===== config.mk =====
export PLATFORM = sky130hd
export DESIGN_NAME = ltds_core
export DESIGN_NICKNAME = d
export VERILOG_FILES = /design/src/ltds_pkg.sv /design/src/ltds_sync_in.sv /design/src/ltds_ahb_slave.sv /design/src/ltds_core.sv
export VERILOG_INCLUDE_DIRS = /design/src
export SDC_FILE = /design/constraint.sdc
export NUM_CORES = 1
export LEC_CHECK = 0
export BUFFER_PORTS_ARGS = -buffer_cell sky130_fd_sc_hd__buf_2
export CAP_MARGIN = 20
export CORE_MARGIN = 1.5
export CORE_UTILIZATION = 25
export DETAILED_ROUTE_END_ITERATION = 8
export PLACE_DENSITY = 0.42
export SETUP_SLACK_MARGIN = 0.1
export SLEW_MARGIN = 20
export SYNTH_ARGS = -nofsm -noshare
export SYNTH_HDL_FRONTEND = slang
export SYNTH_SLANG_ARGS = --single-unit

===== constraint.sdc =====
create_clock -name hclk -period 5.8 [get_ports hclk]
set_clock_uncertainty 0.05 [all_clocks]
set_input_delay 0.29 -clock hclk [delete_from_list [all_inputs] [get_ports hclk]]
set_output_delay 0.29 -clock hclk [all_outputs]
set_load 0.05 [all_outputs]

===== src/ltds_defines.svh =====
// Operation
// RULE_01: Date order selectable, default day-month-year.
// RULE_02: Country code selects calendar, default United States; the code only reports it in STATUS.
// RULE_03: Daylight saving off: standard time only.
// RULE_04: Daylight saving on: advance and retard one hour; the code skips the retard when the end hour is 0.
// RULE_05: Start point month/week/day/hour, default March second Sunday 2.
// RULE_06: End point month/week/day/hour, default November first Sunday 2.
// RULE_07: Week selector first to fourth or last.
// RULE_08: Sync source none or one of six inputs.
// RULE_09: Sync edge rounds clock to nearest minute.
// RULE_10: Each transition applied once per year.
`ifndef LTDS_DEFINES_SVH
`define LTDS_DEFINES_SVH

// ==========================================
// Register offsets
`define LTDS_OFS_CTRL     8'h00
`define LTDS_OFS_START    8'h04
`define LTDS_OFS_END      8'h08
`define LTDS_OFS_TIME     8'h0c
`define LTDS_OFS_DATE     8'h10
`define LTDS_OFS_PRESENT  8'h14
`define LTDS_OFS_STATUS   8'h18

// ==========================================
// Reset values
`define LTDS_RST_CTRL     32'h0000_0000
`define LTDS_RST_START    32'h0200_0203
`define LTDS_RST_END      32'h0200_010b

// ==========================================
// Field positions
`define LTDS_CTRL_DST_BIT     0
`define LTDS_CTRL_ORDER_LSB   1
`define LTDS_CTRL_SYNC_LSB    4
`define LTDS_CTRL_CNTRY_LSB   8

// ==========================================
// Timing
`define LTDS_CLK_HZ       40000000
`define LTDS_SEC_NS       1000000000
`define LTDS_CLK_NS       25
`define LTDS_SEC_CYCLES   (`LTDS_SEC_NS / `LTDS_CLK_NS)
`define LTDS_WEEK_LAST    3'h5

`endif


===== src/ltds_pkg.sv =====
package ltds_pkg;
    typedef enum logic [1:0] {
        LTDS_ORDER_DMY = 2'b00,
        LTDS_ORDER_MDY = 2'b01,
        LTDS_ORDER_YMD = 2'b10
    } ltds_order_t;

    typedef enum logic [1:0] {
        LTDS_ST_STD  = 2'b00,
        LTDS_ST_DST  = 2'b01,
        LTDS_ST_HOLD = 2'b10
    } ltds_state_t;
endpackage


===== src/ltds_sync_in.sv =====
`timescale 1ns/1ps
`default_nettype none
// ==========================================
// Three-stage pin synchroniser with rising-edge pulse
module ltds_sync_in (
    // Clock and reset
    input  wire logic hclk,
    input  wire logic hresetn,
    // Pin and pulse
    input  wire logic pin,
    output logic      rise
);
    logic [2:0] sh_q;
    logic       lvl_q;
    logic       lvl_d;

    // Stable once second and third agree
    always_comb begin
        lvl_d = lvl_q;
        if (sh_q[1] == sh_q[2]) begin
            lvl_d = sh_q[2];
        end
    end

    always_ff @(posedge hclk or negedge hresetn) begin
        if (!hresetn) begin
            sh_q  <= 3'h0;
            lvl_q <= 1'b0;
        end else begin
            sh_q  <= {sh_q[1:0], pin};
            lvl_q <= lvl_d;
        end
    end

    assign rise = lvl_d & ~lvl_q;
endmodule
`default_nettype wire


===== src/ltds_ahb_slave.sv =====
`timescale 1ns/1ps
`default_nettype none
// ==========================================
// AHB-Lite front end: captures address phase, zero wait states
module ltds_ahb_slave (
    // Clock and reset
    input  wire logic        hclk,
    input  wire logic        hresetn,
    // Bus
    input  wire logic        hsel,
    input  wire logic [7:0]  haddr,
    input  wire logic [1:0]  htrans,
    input  wire logic        hwrite,
    input  wire logic        hready,
    output logic             hreadyout,
    output logic             hresp,
    // Register side
    output logic             wr_en,
    output logic [7:0]       wr_addr,
    output logic [7:0]       rd_addr
);
    logic       wp_q;
    logic       wp_d;
    logic [7:0] a_q;
    logic [7:0] a_d;

    // Capture address phase of a valid transfer
    always_comb begin
        wp_d = 1'b0;
        a_d  = a_q;
        if (hsel && hready && htrans[1]) begin
            wp_d = hwrite;
            a_d  = haddr;
        end
    end

    always_ff @(posedge hclk or negedge hresetn) begin
        if (!hresetn) begin
            wp_q <= 1'b0;
            a_q  <= 8'h00;
        end else begin
            wp_q <= wp_d;
            a_q  <= a_d;
        end
    end

    assign hreadyout = 1'b1;
    assign hresp     = 1'b0;
    assign wr_en     = wp_q;
    assign wr_addr   = a_q;
    assign rd_addr   = haddr;
endmodule
`default_nettype wire


===== src/ltds_core.sv =====
`timescale 1ns/1ps
`default_nettype none
`include "ltds_defines.svh"
// ==========================================
// Local time keeper with daylight saving and minute sync
module ltds_core (
    // Clock and reset
    input  wire logic        hclk,
    input  wire logic        hresetn,
    // AHB-Lite
    input  wire logic        hsel,
    input  wire logic [7:0]  haddr,
    input  wire logic [1:0]  htrans,
    input  wire logic        hwrite,
    input  wire logic [2:0]  hsize,
    input  wire logic        hready,
    input  wire logic [31:0] hwdata,
    output logic [31:0]      hrdata,
    output logic             hreadyout,
    output logic             hresp,
    // Digital inputs one to six
    input  wire logic [5:0]  din,
    // Second tick out
    output logic             sec_tick
);
    import ltds_pkg::*;

    // ==========================================
    // Helpers
    function automatic logic [4:0] days_in(input logic [3:0] m, input logic [6:0] y);
        logic [4:0] d;
        d = 5'd31;
        if (m == 4'd4 || m == 4'd6 || m == 4'd9 || m == 4'd11) begin
            d = 5'd30;
        end else if (m == 4'd2) begin
            d = (y[1:0] == 2'b00) ? 5'd29 : 5'd28;
        end
        return d;
    endfunction

    // Week number of a date, last week flagged separately
    function automatic logic week_hit(input logic [2:0] wsel, input logic [4:0] day,
                                      input logic [4:0] dim);
        logic h;
        h = 1'b0;
        if (wsel == `LTDS_WEEK_LAST) begin
            // Fewer than seven days left; no wrap near day 31
            h = (day > 5'(dim - 5'd7));
        end else if (wsel >= 3'd1 && wsel <= 3'd4) begin
            h = (3'((day - 5'd1) / 5'd7) == 3'(wsel - 3'd1));
        end
        return h;
    endfunction

    // ==========================================
    // Bus front end
    logic       wr_en;
    logic [7:0] wr_addr;
    logic [7:0] rd_addr;

    ltds_ahb_slave u_bus (
        .hclk      (hclk),
        .hresetn   (hresetn),
        .hsel      (hsel),
        .haddr     (haddr),
        .htrans    (htrans),
        .hwrite    (hwrite),
        .hready    (hready),
        .hreadyout (hreadyout),
        .hresp     (hresp),
        .wr_en     (wr_en),
        .wr_addr   (wr_addr),
        .rd_addr   (rd_addr)
    );

    // ==========================================
    // Sync pin conditioning
    logic [5:0] din_rise;

    genvar gi;
    generate
        for (gi = 0; gi < 6; gi = gi + 1) begin : g_sync
            ltds_sync_in u_sync (
                .hclk    (hclk),
                .hresetn (hresetn),
                .pin     (din[gi]),
                .rise    (din_rise[gi])
            );
        end
    endgenerate

    // ==========================================
    // Configuration registers
    logic [31:0] ctrl_q, ctrl_d;
    logic [31:0] start_q, start_d;
    logic [31:0] end_q, end_d;
    logic        tw_en;
    logic        dw_en;

    always_comb begin
        ctrl_d  = ctrl_q;
        start_d = start_q;
        end_d   = end_q;
        tw_en   = 1'b0;
        dw_en   = 1'b0;
        if (wr_en) begin
            case (wr_addr)
                `LTDS_OFS_CTRL:  ctrl_d  = hwdata;
                `LTDS_OFS_START: start_d = hwdata;
                `LTDS_OFS_END:   end_d   = hwdata;
                `LTDS_OFS_TIME:  tw_en   = 1'b1;
                `LTDS_OFS_DATE:  dw_en   = 1'b1;
                default: ;
            endcase
        end
    end

    always_ff @(posedge hclk or negedge hresetn) begin
        if (!hresetn) begin
            ctrl_q  <= `LTDS_RST_CTRL;
            start_q <= `LTDS_RST_START;
            end_q   <= `LTDS_RST_END;
        end else begin
            ctrl_q  <= ctrl_d;
            start_q <= start_d;
            end_q   <= end_d;
        end
    end

    // RULE_03 daylight option flag
    logic        dst_on;
    ltds_order_t order;
    logic [2:0]  sync_sel;
    logic [7:0]  country;
    assign dst_on   = ctrl_q[`LTDS_CTRL_DST_BIT];
    assign order    = ltds_order_t'(ctrl_d[`LTDS_CTRL_ORDER_LSB +: 2]);
    assign sync_sel = ctrl_q[`LTDS_CTRL_SYNC_LSB +: 3];
    assign country  = ctrl_d[`LTDS_CTRL_CNTRY_LSB +: 8];

    // RULE_08 sync source select
    logic sync_ev;
    assign sync_ev = (sync_sel >= 3'd1 && sync_sel <= 3'd6) ? din_rise[sync_sel - 3'd1] : 1'b0;

    // ==========================================
    // Time keeping
    logic [25:0] pre_q, pre_d;
    logic [5:0]  sec_q, sec_d;
    logic [5:0]  min_q, min_d;
    logic [4:0]  hr_q, hr_d;
    logic [4:0]  day_q, day_d;
    logic [3:0]  mon_q, mon_d;
    logic [6:0]  yr_q, yr_d;
    logic [2:0]  wd_q, wd_d;
    ltds_state_t st_q, st_d;
    logic        tick;
    logic [4:0]  dim;
    logic        at_start;
    logic        at_end;
    logic        sync_up;

    assign tick = (pre_q == 26'(`LTDS_SEC_CYCLES - 1));
    // RULE_09 upper half rounds up through the carry chain
    assign sync_up = sync_ev && (sec_q >= 6'd30);
    assign dim  = days_in(mon_q, yr_q);

    // RULE_05 RULE_07 start point match
    assign at_start = (mon_q == start_q[3:0]) && (wd_q == start_q[18:16])
                      && week_hit(start_q[10:8], day_q, dim)
                      && (hr_q == start_q[28:24]) && (min_q == 6'd0);
    // RULE_06 RULE_07 end point match
    assign at_end   = (mon_q == end_q[3:0]) && (wd_q == end_q[18:16])
                      && week_hit(end_q[10:8], day_q, dim)
                      && (hr_q == end_q[28:24]) && (min_q == 6'd0);

    always_comb begin
        pre_d = tick ? 26'h0 : 26'(pre_q + 26'h1);
        sec_d = sec_q;
        min_d = min_q;
        hr_d  = hr_q;
        day_d = day_q;
        mon_d = mon_q;
        yr_d  = yr_q;
        wd_d  = wd_q;
        st_d  = st_q;
        if (tick || sync_up) begin
            sec_d = 6'(sec_q + 6'd1);
            if (sec_q == 6'd59 || sync_up) begin
                sec_d = 6'd0;
                min_d = 6'(min_q + 6'd1);
                if (min_q == 6'd59) begin
                    min_d = 6'd0;
                    hr_d  = 5'(hr_q + 5'd1);
                    if (hr_q == 5'd23) begin
                        hr_d  = 5'd0;
                        wd_d  = (wd_q == 3'd6) ? 3'd0 : 3'(wd_q + 3'd1);
                        day_d = 5'(day_q + 5'd1);
                        if (day_q == dim) begin
                            day_d = 5'd1;
                            mon_d = 4'(mon_q + 4'd1);
                            if (mon_q == 4'd12) begin
                                mon_d = 4'd1;
                                yr_d  = (yr_q == 7'd99) ? 7'd0 : 7'(yr_q + 7'd1);
                            end
                        end
                    end
                end
            end
        end
        // RULE_09 round to nearest minute
        if (sync_ev) begin
            pre_d = 26'h0;
            sec_d = 6'd0;
        end
        // Software time and date writes win
        if (tw_en) begin
            pre_d = 26'h0;
            sec_d = hwdata[5:0];
            min_d = hwdata[13:8];
            hr_d  = hwdata[20:16];
        end
        if (dw_en) begin
            day_d = hwdata[4:0];
            mon_d = hwdata[11:8];
            yr_d  = hwdata[22:16];
            wd_d  = hwdata[26:24];
        end
        // RULE_03 RULE_04 RULE_10 seasonal steps
        case (st_q)
            LTDS_ST_STD: begin
                if (dst_on && at_start && !tw_en) begin
                    hr_d = 5'(hr_q + 5'd1);
                    st_d = LTDS_ST_DST;
                end
            end
            LTDS_ST_DST: begin
                if (!dst_on) begin
                    st_d = LTDS_ST_STD;
                end else if (at_end && !tw_en && hr_q != 5'd0) begin
                    hr_d = 5'(hr_q - 5'd1);
                    st_d = LTDS_ST_HOLD;
                end
            end
            LTDS_ST_HOLD: begin
                // Repeated hour must not retard again
                if (!at_end) begin
                    st_d = LTDS_ST_STD;
                end
            end
            default: st_d = LTDS_ST_STD;
        endcase
    end

    always_ff @(posedge hclk or negedge hresetn) begin
        if (!hresetn) begin
            pre_q <= 26'h0;
            sec_q <= 6'd0;
            min_q <= 6'd0;
            hr_q  <= 5'd0;
            day_q <= 5'd1;
            mon_q <= 4'd1;
            yr_q  <= 7'd0;
            wd_q  <= 3'd0;
            st_q  <= LTDS_ST_STD;
        end else begin
            pre_q <= pre_d;
            sec_q <= sec_d;
            min_q <= min_d;
            hr_q  <= hr_d;
            day_q <= day_d;
            mon_q <= mon_d;
            yr_q  <= yr_d;
            wd_q  <= wd_d;
            st_q  <= st_d;
        end
    end

    // ==========================================
    // RULE_01 date presentation
    logic [31:0] present;
    always_comb begin
        case (order)
            LTDS_ORDER_MDY: present = {8'h00, 4'h0, mon_d, 3'h0, day_d, 1'b0, yr_d};
            LTDS_ORDER_YMD: present = {8'h00, 1'b0, yr_d, 4'h0, mon_d, 3'h0, day_d};
            default:        present = {8'h00, 3'h0, day_d, 4'h0, mon_d, 1'b0, yr_d};
        endcase
    end

    // RULE_02 country code reported with status
    logic [31:0] rd_d, rd_q;
    // Next values, so a write just ahead of a read is seen
    always_comb begin
        case (rd_addr)
            `LTDS_OFS_CTRL:    rd_d = ctrl_d;
            `LTDS_OFS_START:   rd_d = start_d;
            `LTDS_OFS_END:     rd_d = end_d;
            `LTDS_OFS_TIME:    rd_d = {11'h0, hr_d, 2'h0, min_d, 2'h0, sec_d};
            `LTDS_OFS_DATE:    rd_d = {5'h0, wd_d, 1'b0, yr_d, 4'h0, mon_d, 3'h0, day_d};
            `LTDS_OFS_PRESENT: rd_d = present;
            `LTDS_OFS_STATUS:  rd_d = {16'h0, country, 6'h0, st_d};
            default:           rd_d = 32'h0;
        endcase
    end

    always_ff @(posedge hclk or negedge hresetn) begin
        if (!hresetn) begin
            rd_q <= 32'h0;
        end else begin
            rd_q <= rd_d;
        end
    end

    assign hrdata   = rd_q;
    assign sec_tick = tick;
endmodule
`default_nettype wire


==> impl_metrics.toml, run 1 <==
[worst_setup_path]
worst-path-buf-inv = 2
worstSetupPathType = "reg -> reg"
crit_arrival_ps = 5620
crit_top_cell = "ha_1"
crit_fanout = 7
crit_required_ps = 6150
crit_chain = "inv_1 -> ha_1 -> nand2b_1 -> and2_1 -> inv_1 -> ha_1 -> and2_1 -> a2bb2oi_1 -> o32ai_1 -> nand2b_1 -> ha_1 -> nand3_1 -> nor4bb_1 -> o31ai_4 -> and4_4 -> o41ai_2 -> nor3_1 -> a211oi_1 -> o221ai_1"
end_kind = "register"
cp-start-kind = "register"
slowest_stage = "dfstp_2"
crit_family = "simple AND/OR/NAND/NOR gates"
max_stage_delay_ps = 590

[drt]
vias = 10000
totalWireLength_um = 40000
drt_pass1_iterations = 5
antenna_left = 0
drtIter0Drc = 653
wl_per_cell_um = 19.5
viasPerCell = 4.91
drc_errors = 0

[sta]
fin_crit_sh = 0.908
setup_viol = 0
drv_slew = 0
fmax_ghz = 0.190
tns_ps = 0
tightest_slew_ps = 1140
finalCriticalPeriod_ps = 5260
relSlewSlack = 0.232
rsz0062_at_grt = "false"
hold_viol = 0

[yosys]
syn_area_per_cell_um2 = 9.29
synth_top_cell_by_area = "dfrtp_1"
ys.flop_type = "dfrtp_1"
async_flop_share = 1.00
synth_cell_types = 91
ys_seq_area_frac = 0.469
synth_edf_count = 0
synth_top_area_frac = 0.445
synth-seq-cells = 225
yosys_warnings = 0
yosys-top-cells-area = "dfrtp_1 (44%), nand2_1 (9.3%), mux2_2 (3.9%)"
synth_nets = 1387
syn_area_mm2 = 0.0120
syn_inst = 1296

[floorplan]
fp-row-count = 80
die_x_um = 222
coreArea_mm2 = 0.0476
ios = 91
start_util = 0.253
die_area_mm2 = 0.0495
die_y_um = 222

[finish]
nets = 1500
layout_common_cells = "nand2_1 (297), dfrtp_1 (214), nor2_1 (83), buf_2 (83), inv_1 (54)"
drive_gt1_frac = 0.164
area_growth_pct = 21.1
final_common_cell = "nand2_1"
insertedDiodeCount = 0

[global_routing]
grt_pass1_vias = 10000
antenna_found_initial = 1
grt_pass1_wl_um = 61700
grt-ovfl-total = 0
gr-usage-all-layers = 0.161
grt_max_degree = 175

[cts]
cts_tree = "done"
cts_setup_buffers = 0
cts_sinks = 225
clkTransAtPathRegs_ps = 60
cts_buffer_depth = 3
cts_buffers = 28
cts-root-buf = "clkbuf_16"
cts_htree_levels = 1
clock_latency_ps = 570

[run]
drv_cap = 0

[run_status]
outcome = "complete, no violations"

[power_and_ir_drop]
cellLeakagePower_nw = 6.46
p_total_w = 0.00434
vdd_drop_max_uv = 156
powerDensity_mw_per_mm2 = 298

[worst_hold_path]
min_path_type = "in -> reg"

[placement]
port-buffer-count = 84
gp_congestion = 0.869
dp_hpwl_um = 28400
==> timing repair <==
item / 4_1_cts / 5_1_grt
endpoints found under the setup margin: 0 / 1
hold endpoints to repair: 134 / 0
resized for setup: 0 / 1
hold buffers: 40 / 0
==> flip-flops by register name, indices dropped and copies added, names as in the netlist <==
signal	count
g_sync.u_sync.sh_q	18
pre_q	26
end_q	32
st_q	2
hrdata	32
min_q	6
start_q	32
day_q	5
mon_q	4
ctrl_q	32
wd_q	3
u_bus.wr_en	1
hr_q	5
g_sync.u_sync.lvl_q	6
sec_q	6
u_bus.wr_addr	8
yr_q	7
==> stage by stage <==
| step | setup WS (ps) | hold slack [ps] | cell area, µm² | utilization | instances |
|---|---|---|---|---|---|
| floorplan | 1210 | -55.6 | 12000 | - | 1296 |
| global placement | 742 | 183 | 13200 | 0.276 | 1954 |
| detailed placement | 569 | 180 | 13200 | 0.276 | 1954 |
| CTS | 543 | 5.24 | 14600 | 0.306 | 2046 |
| global route | 102 | 25.5 | 14600 | 0.306 | 2046 |
| finish | 535 | 15.3 | 14600 | 0.306 | 2046 |
==> worst min-delay path, cell delays in order <==
cell and delay [ps]:
buf_2 180, nand2_1 80, nand2_1 60
==> cell type report <==
type / count / area [µm²]
Clock buffer: 39 / 782
Clock inverter: 13 / 210
Fill cell: 5003 / 33100
Inverter: 55 / 206
Multi-Input combinational cell: 957 / 5980
Sequential cell: 225 / 5640
Tap cell: 615 / 769
Timing Repair Buffer: 142 / 978
==> report_power, final <==
group          switching [W]  internal, W  total, W
Sequential          0.000129      0.00172   0.00185
Clock               0.000721      0.00116   0.00189
Combinational       0.000358     0.000242  0.000600
Total                0.00121      0.00313   0.00434
==> cells in the mapped netlist, types with 8 or more instances <==
master,count
a221oi_1,9
and3_1,21
a21oi_1,47
nand4_1,20
o21ai_0,39
and2_1,12
a211oi_1,9
a22oi_1,22
nand3_1,42
a22o_1,11
mux2_2,42
xnor2_1,36
xor2_1,23
clkbuf_1,43
a31oi_1,8
dfstp_2,11
inv_1,54
nor2_1,85
dfrtp_1,214
or3_1,8
ha_1,35
a221o_1,10
nor3_1,30
nand2_1,298
==> cells by family after synthesis <==
group                      count (synthesis)  synth area share
adders and majority gates                 41            0.0414
other                                      2          0.000624
muxes                                     50            0.0463
AOI/OAI and AO/OA                        222             0.135
DFF                                      225             0.469
xor gates and xnor gates                  60            0.0443
and+or+nand+nor                          582             0.227
buffers and inverters                    114            0.0372
==> path summary, 6_finish.rpt <==
check                                    startpoint                       end  slack [ps]  depth (start not counted)
max in group asynchronous                   hresetn                 end_q[24]        4170                          3
setup reg to reg                           day_q[0]                hrdata[20]         540                         19
hold reg to reg            g_sync[3].u_sync.sh_q[0]  g_sync[3].u_sync.sh_q[1]         300                          0
hold / removal                            hwdata[0]                  end_q[0]          20                          3
min in group asynchronous                   hresetn  g_sync[5].u_sync.sh_q[0]         160                          2
setup / recovery                           day_q[0]                hrdata[20]         540                         19
==> layer usage <==
layer / global-route usage / share of wire / up-vias
met4: 0.0432 / 0.021 / 0
met3: 0.0214 / 0.042 / 41
met1: 0.222 / 0.47 / 5026
met2: 0.263 / 0.47 / 210
met5: 0 / 0 / -
li1: - / - / 4764
No activity file was read; power rests on OpenSTA's default activity.
==> run 2: changes to the inputs <==
SYNTH_HIERARCHICAL = 1   (was default)
clock period = 6.4 ns   (was 5.8 ns; I/O delays follow)
==> run 2 against run 1 <==
Against the previous run: synthesized cell count decreased by 2.5%; count of clock-buffer cells in the layout increased by 6; power decreased by 10%; critical endpoint is now hrdata[16].
==> impl_metrics.toml, run 2 <==
[run_status]
outcome = "complete, no violations"

[global_routing]
grt_pass1_vias = 9979
antenna_found_initial = 2
grt-ovfl-total = 0
grt_max_degree = 124
gr-usage-all-layers = 0.159
grt_pass1_wl_um = 61100

[worst_setup_path]
worstSetupPathType = "reg -> reg"
slowest_stage = "dfstp_2"
end_kind = "register"
crit_required_ps = 6800
worst-path-buf-inv = 3
crit_family = "compound AO/OA/AOI/OAI gates"
crit_fanout = 13
max_stage_delay_ps = 690
crit_arrival_ps = 5570
cp-start-kind = "register"
r2r_slack_ps = 1230
crit_chain = "inv_1 -> ha_1 -> xnor2_1 -> inv_1 -> ha_1 -> and2_1 -> o311ai_1 -> o21ai_0 -> and2_1 -> inv_1 -> ha_1 -> a22oi_1 -> a2111oi_4 -> o211ai_2 -> a311oi_1 -> a21oi_1 -> or3_1 -> a31o_1"

[run]
drv_cap = 0

[floorplan]
die_x_um = 224
die_y_um = 224
coreArea_mm2 = 0.0478
start_util = 0.254
ios = 91
die_area_mm2 = 0.0500
fp-row-count = 80

[sta]
rsz0062_at_grt = "false"
fmax_ghz = 0.193
tightest_slew_ps = 1020
tns_ps = 0
setup_viol = 0
drv_slew = 0
relSlewSlack = 0.318
hold_viol = 0
fin_crit_sh = 0.808
finalCriticalPeriod_ps = 5170
fin_hold_ws_ps = 27.9

[yosys]
ys_seq_area_frac = 0.464
synth_cell_types = 96
synth-seq-cells = 225
syn_inst = 1264
synth_nets = 1355
yosys_warnings = 6
async_flop_share = 1.00
yosys-top-cells-area = "dfrtp_1 (44%), nand2_1 (8.0%), mux2_2 (4.0%)"
synth_common_cells = "nand2_1 (258), dfrtp_1 (214), nor2_1 (91)"
syn_area_mm2 = 0.0122
yosysMostFrequentCell = "nand2_1"
synth_edf_count = 0
synth_top_cell_by_area = "dfrtp_1"
ys.flop_type = "dfrtp_1"
synth_top_area_frac = 0.440
syn_area_per_cell_um2 = 9.62

[cts]
cts_buffers = 30
cts_sinks = 225
cts_buffer_depth = 3
cts_tree = "done"
cts_htree_levels = 1
cts-root-buf = "clkbuf_16"
clkTransAtPathRegs_ps = 60
cts_setup_buffers = 0
clock_latency_ps = 580

[power_and_ir_drop]
cellLeakagePower_nw = 6.53
vdd_drop_max_uv = 201
powerDensity_mw_per_mm2 = 268

[finish]
final_common_cell = "nand2_1"
drive_gt1_frac = 0.185
nets = 1458
multi_input_area_mm2 = 0.00601
regArea_mm2 = 0.00564
final_area_mm2 = 0.0145
area_growth_pct = 19.3
fillCellCount = 5026
layout_common_cells = "nand2_1 (257), dfrtp_1 (214), nor2_1 (90), buf_2 (83), inv_1 (52)"

[drt]
totalWireLength_um = 39500
viasPerCell = 4.81
antenna_left = 0
wl_per_cell_um = 19.7
vias = 9651
drc_errors = 0
drt_pass1_iterations = 5
drtIter0Drc = 534

[worst_hold_path]
min_path_type = "in -> reg"

[placement]
port-buffer-count = 84
placed_area_mm2 = 0.0132
gp_congestion = 0.883
dp_hpwl_um = 27700
==> run 2: cell count changes in the layout (fill, tap and decap cells not counted), sizes merged, moves of 9 or more <==
cell	change
xnor2	+10
a22oi	-14
a22o	-10
nand2	-40
a221o	+11
and2	+9
nor3	-14
o211ai	+9
mux2i	+9
nand4	-9
==> run 2: per-layer routing <==
| metal | share of wire | wire [µm] | vias up | GRT usage |
|---|---|---|---|---|
| met3 | 0.046 | 1810 | 50 | 0.0240 |
| met2 | 0.49 | 19300 | 192 | 0.274 |
| met1 | 0.44 | 17500 | 4790 | 0.208 |
| met4 | 0.019 | 763 | 2 | 0.0418 |
| li1 | - | - | 4617 | - |
| met5 | 0.00028 | 11 | - | 0 |
==> run 2: tightest hold or removal path: cells and delay by family <==
family	cells	cell delay, ps
AND/OR/NAND/NOR	2	130
buffers and inverters	1	150
==> run 2: cell families (layout without fill, tap and decap cells) <==
kind of cell / count (synthesis) / count (layout) / synth area share
fa+ha+maj: 41 / 41 / 0.0416
mux: 62 / 62 / 0.0573
buf+inv: 119 / 246 / 0.0440
compound gates: 221 / 221 / 0.138
flops: 225 / 225 / 0.464
other cells: 2 / 3 / 0.000617
xor+xnor: 70 / 70 / 0.0510
simple gates: 524 / 524 / 0.204
==> run 2: worst paths after layout <==
path / from / to / cells after the start
min in group asynchronous: hresetn / pre_q[18] / 2
hold / removal: hwdata[16] / ctrl_q[16] / 3
setup reg to reg: day_q[0] / hrdata[16] / 18
hold reg to reg: g_sync[5].u_sync/sh_q[0] / g_sync[5].u_sync/sh_q[1] / 0
max in group asynchronous: hresetn / day_q[1] / 3
setup / recovery: day_q[0] / hrdata[16] / 18
==> run 2: cell type report <==
cell class	count	share of cell area
Antenna cell	1	0.000172
Clock buffer	45	0.0612
Clock inverter	11	0.00440
Inverter	52	0.0134
Multi-Input combinational cell	920	0.414
Sequential cell	225	0.389
Tap cell	615	0.0530
Timing Repair Buffer	138	0.0650
==> run 2: report_power, final <==
part | switching, W | internal (W)
combinational | 0.000323 | 0.000244
clock | 0.000657 | 0.000953
sequential | 0.000140 | 0.00157
==> run 2: stage by stage <==
step	utilization	cells	total power, W	setup WS [ps]
2_1_floorplan	-	1264	0.00209	1910
3_3_place_gp	0.275	1912	0.00227	1340
6_report	0.303	2007	0.00389	1230
4_1_cts	0.303	2006	0.00395	1240
5_1_grt	0.303	2007	0.00411	757
3_5_place_dp	0.275	1912	0.00228	1290
==> run 2: timing repair <==
action,4_1_cts,5_1_grt
hold endpoints to repair,172,0
gates resized for setup,0,0
hold buffers,38,0
==> run 3: changes to the inputs <==
clock period = 4.9 ns   (was 6.4 ns; I/O delays follow)
==> run 3 against run 2 <==
Against the previous run: wire length increased by 0.72%; combinational power is 36% higher; power up 38%; critical path type unchanged; critical endpoint unchanged; largest cell class unchanged; largest power group is now clock.
==> impl_metrics.toml, run 3 (synthesis results as in run 2) <==
[run]
drv_cap = 0

[power_and_ir_drop]
cellLeakagePower_nw = 6.69
vdd_drop_max_uv = 289
powerDensity_mw_per_mm2 = 362
p_total_w = 0.00538

[finish]
fillCellCount = 5051
insertedDiodeCount = 0
regArea_mm2 = 0.00565
final_area_mm2 = 0.0148
drive_gt1_frac = 0.194
layout_common_cells = "nand2_1 (258), dfrtp_1 (213), nor2_1 (90), buf_2 (83), inv_1 (52)"
nets = 1478
final_common_cell = "nand2_1"
multi_input_area_mm2 = 0.00604
area_growth_pct = 22.0
utilization = 0.310

[floorplan]
coreArea_mm2 = 0.0478
die_y_um = 224
die_area_mm2 = 0.0500
start_util = 0.254
die_x_um = 224
ios = 91
fp-row-count = 80

[placement]
port-buffer-count = 84
dp_hpwl_um = 27900
gp_congestion = 0.874
placed_area_mm2 = 0.0132

[worst_hold_path]
min_path_type = "in -> reg"

[drt]
drc_errors = 0
vias = 9710
viasPerCell = 4.80
wl_per_cell_um = 19.6
drtIter0Drc = 593
totalWireLength_um = 39700
antenna_left = 0
drt_pass1_iterations = 5

[global_routing]
grt_max_degree = 123
gr-usage-all-layers = 0.159
grt-ovfl-total = 0
grt_pass1_wl_um = 60800
antenna_found_initial = 1
grt_pass1_vias = 9961

[sta]
tightest_slew_ps = 1030
fmax_ghz = 0.223
hold_viol = 0
relSlewSlack = 0.311
finalCriticalPeriod_ps = 4480
tns_ps = 0
rsz0062_at_grt = "false"
setup_viol = 0
fin_crit_sh = 0.914
drv_slew = 0

[worst_setup_path]
crit_required_ps = 5310
end_kind = "register"
cp-start-kind = "register"
max_stage_delay_ps = 520
worstSetupPathType = "reg -> reg"
crit_fanout = 12
crit_chain = "inv_1 -> ha_1 -> xnor2_1 -> inv_1 -> ha_1 -> and2_1 -> a31o_2 -> a311o_1 -> o211a_1 -> a2111oi_4 -> o2111a_2 -> o311a_2 -> a21oi_2 -> or3_1 -> a31o_1"
slowest_stage = "dfstp_2"
crit_arrival_ps = 4890

[cts]
cts_sinks = 225
cts_tree = "done"
cts_buffer_depth = 3
cts_buffers = 29
clock_latency_ps = 590
clkTransAtPathRegs_ps = 60
cts_htree_levels = 1
cts-root-buf = "clkbuf_16"

[run_status]
outcome = "complete, no violations"
## run 3: cell count changes in the layout (fill, tap and decap cells not counted), sizes merged
cell,previous run,this run
clkinvlp,2,1
dlygate4sd3,38,48
clkinv,9,5
buf,100,111
diode,1,0
inv,52,55
clkbuf,45,39
bufinv,0,6
## run 3: worst max-delay path, delay by kind of cell, from the launching register on
| kind | cells | cell delay, ps |
|---|---|---|
| and+or+nand+nor | 2 | 570 |
| AOI/OAI and AO/OA | 8 | 2340 |
| adders and majority gates | 2 | 560 |
| DFF | 1 | 520 |
| buffers and inverters | 2 | 120 |
| xor gates and xnor gates | 1 | 210 |
## run 3: per-layer routing
metal	vias up	track usage	routed length, µm	share of wire
met1	4777	0.209	17700	0.44
met2	204	0.267	19100	0.48
li1	4668	-	-	-
met4	2	0.0466	1150	0.029
met5	-	0	19	0.00048
met3	59	0.0292	1820	0.046
## run 3: stage by stage
step | setup WS [ps] | cells | hold slack, ps
after global placement | 265 | 1922 | 283
after detailed placement | 221 | 1922 | 285
after floorplan | 408 | 1264 | -101
final | 421 | 2025 | 37.1
after global routing | 117 | 2025 | 35.5
after CTS | 145 | 2024 | 8.62
## run 3: final timing paths
kind	from	endpoint	slack (ps)	depth (start not counted)
min reg2reg	g_sync[4].u_sync/sh_q[0]	g_sync[4].u_sync/sh_q[1]	290	0
max in group asynchronous	hresetn	day_q[1]	3410	3
min in group asynchronous	hresetn	pre_q[16]	230	2
max	day_q[0]	hrdata[16]	420	15
max reg2reg	day_q[0]	hrdata[16]	420	15
min	hready	u_bus/wr_addr[2]	40	3
## run 3: timing repair
item / in CTS / in global routing
setup buffers: 0 / 1
resized for setup: 0 / 7
hold buffers: 48 / 0
setup endpoints to repair: 0 / 11
hold endpoints to repair: 225 / 0
## run 3: report_power, final
| part | internal (W) | leakage, nW | switching (W) |
|---|---|---|---|
| logic | 0.000331 | 3.54 | 0.000438 |
| registers | 0.00205 | 2.63 | 0.000173 |
| clock network | 0.00149 | 0.523 | 0.000896 |
## run 3: final cells by class
class | count | share of cell area
Multi-Input combinational cell | 920 | 0.407
Clock inverter | 15 | 0.0171
Timing Repair Buffer | 159 | 0.0759
Sequential cell | 225 | 0.380
Clock buffer | 39 | 0.0548
Tap cell | 615 | 0.0518
Inverter | 52 | 0.0132
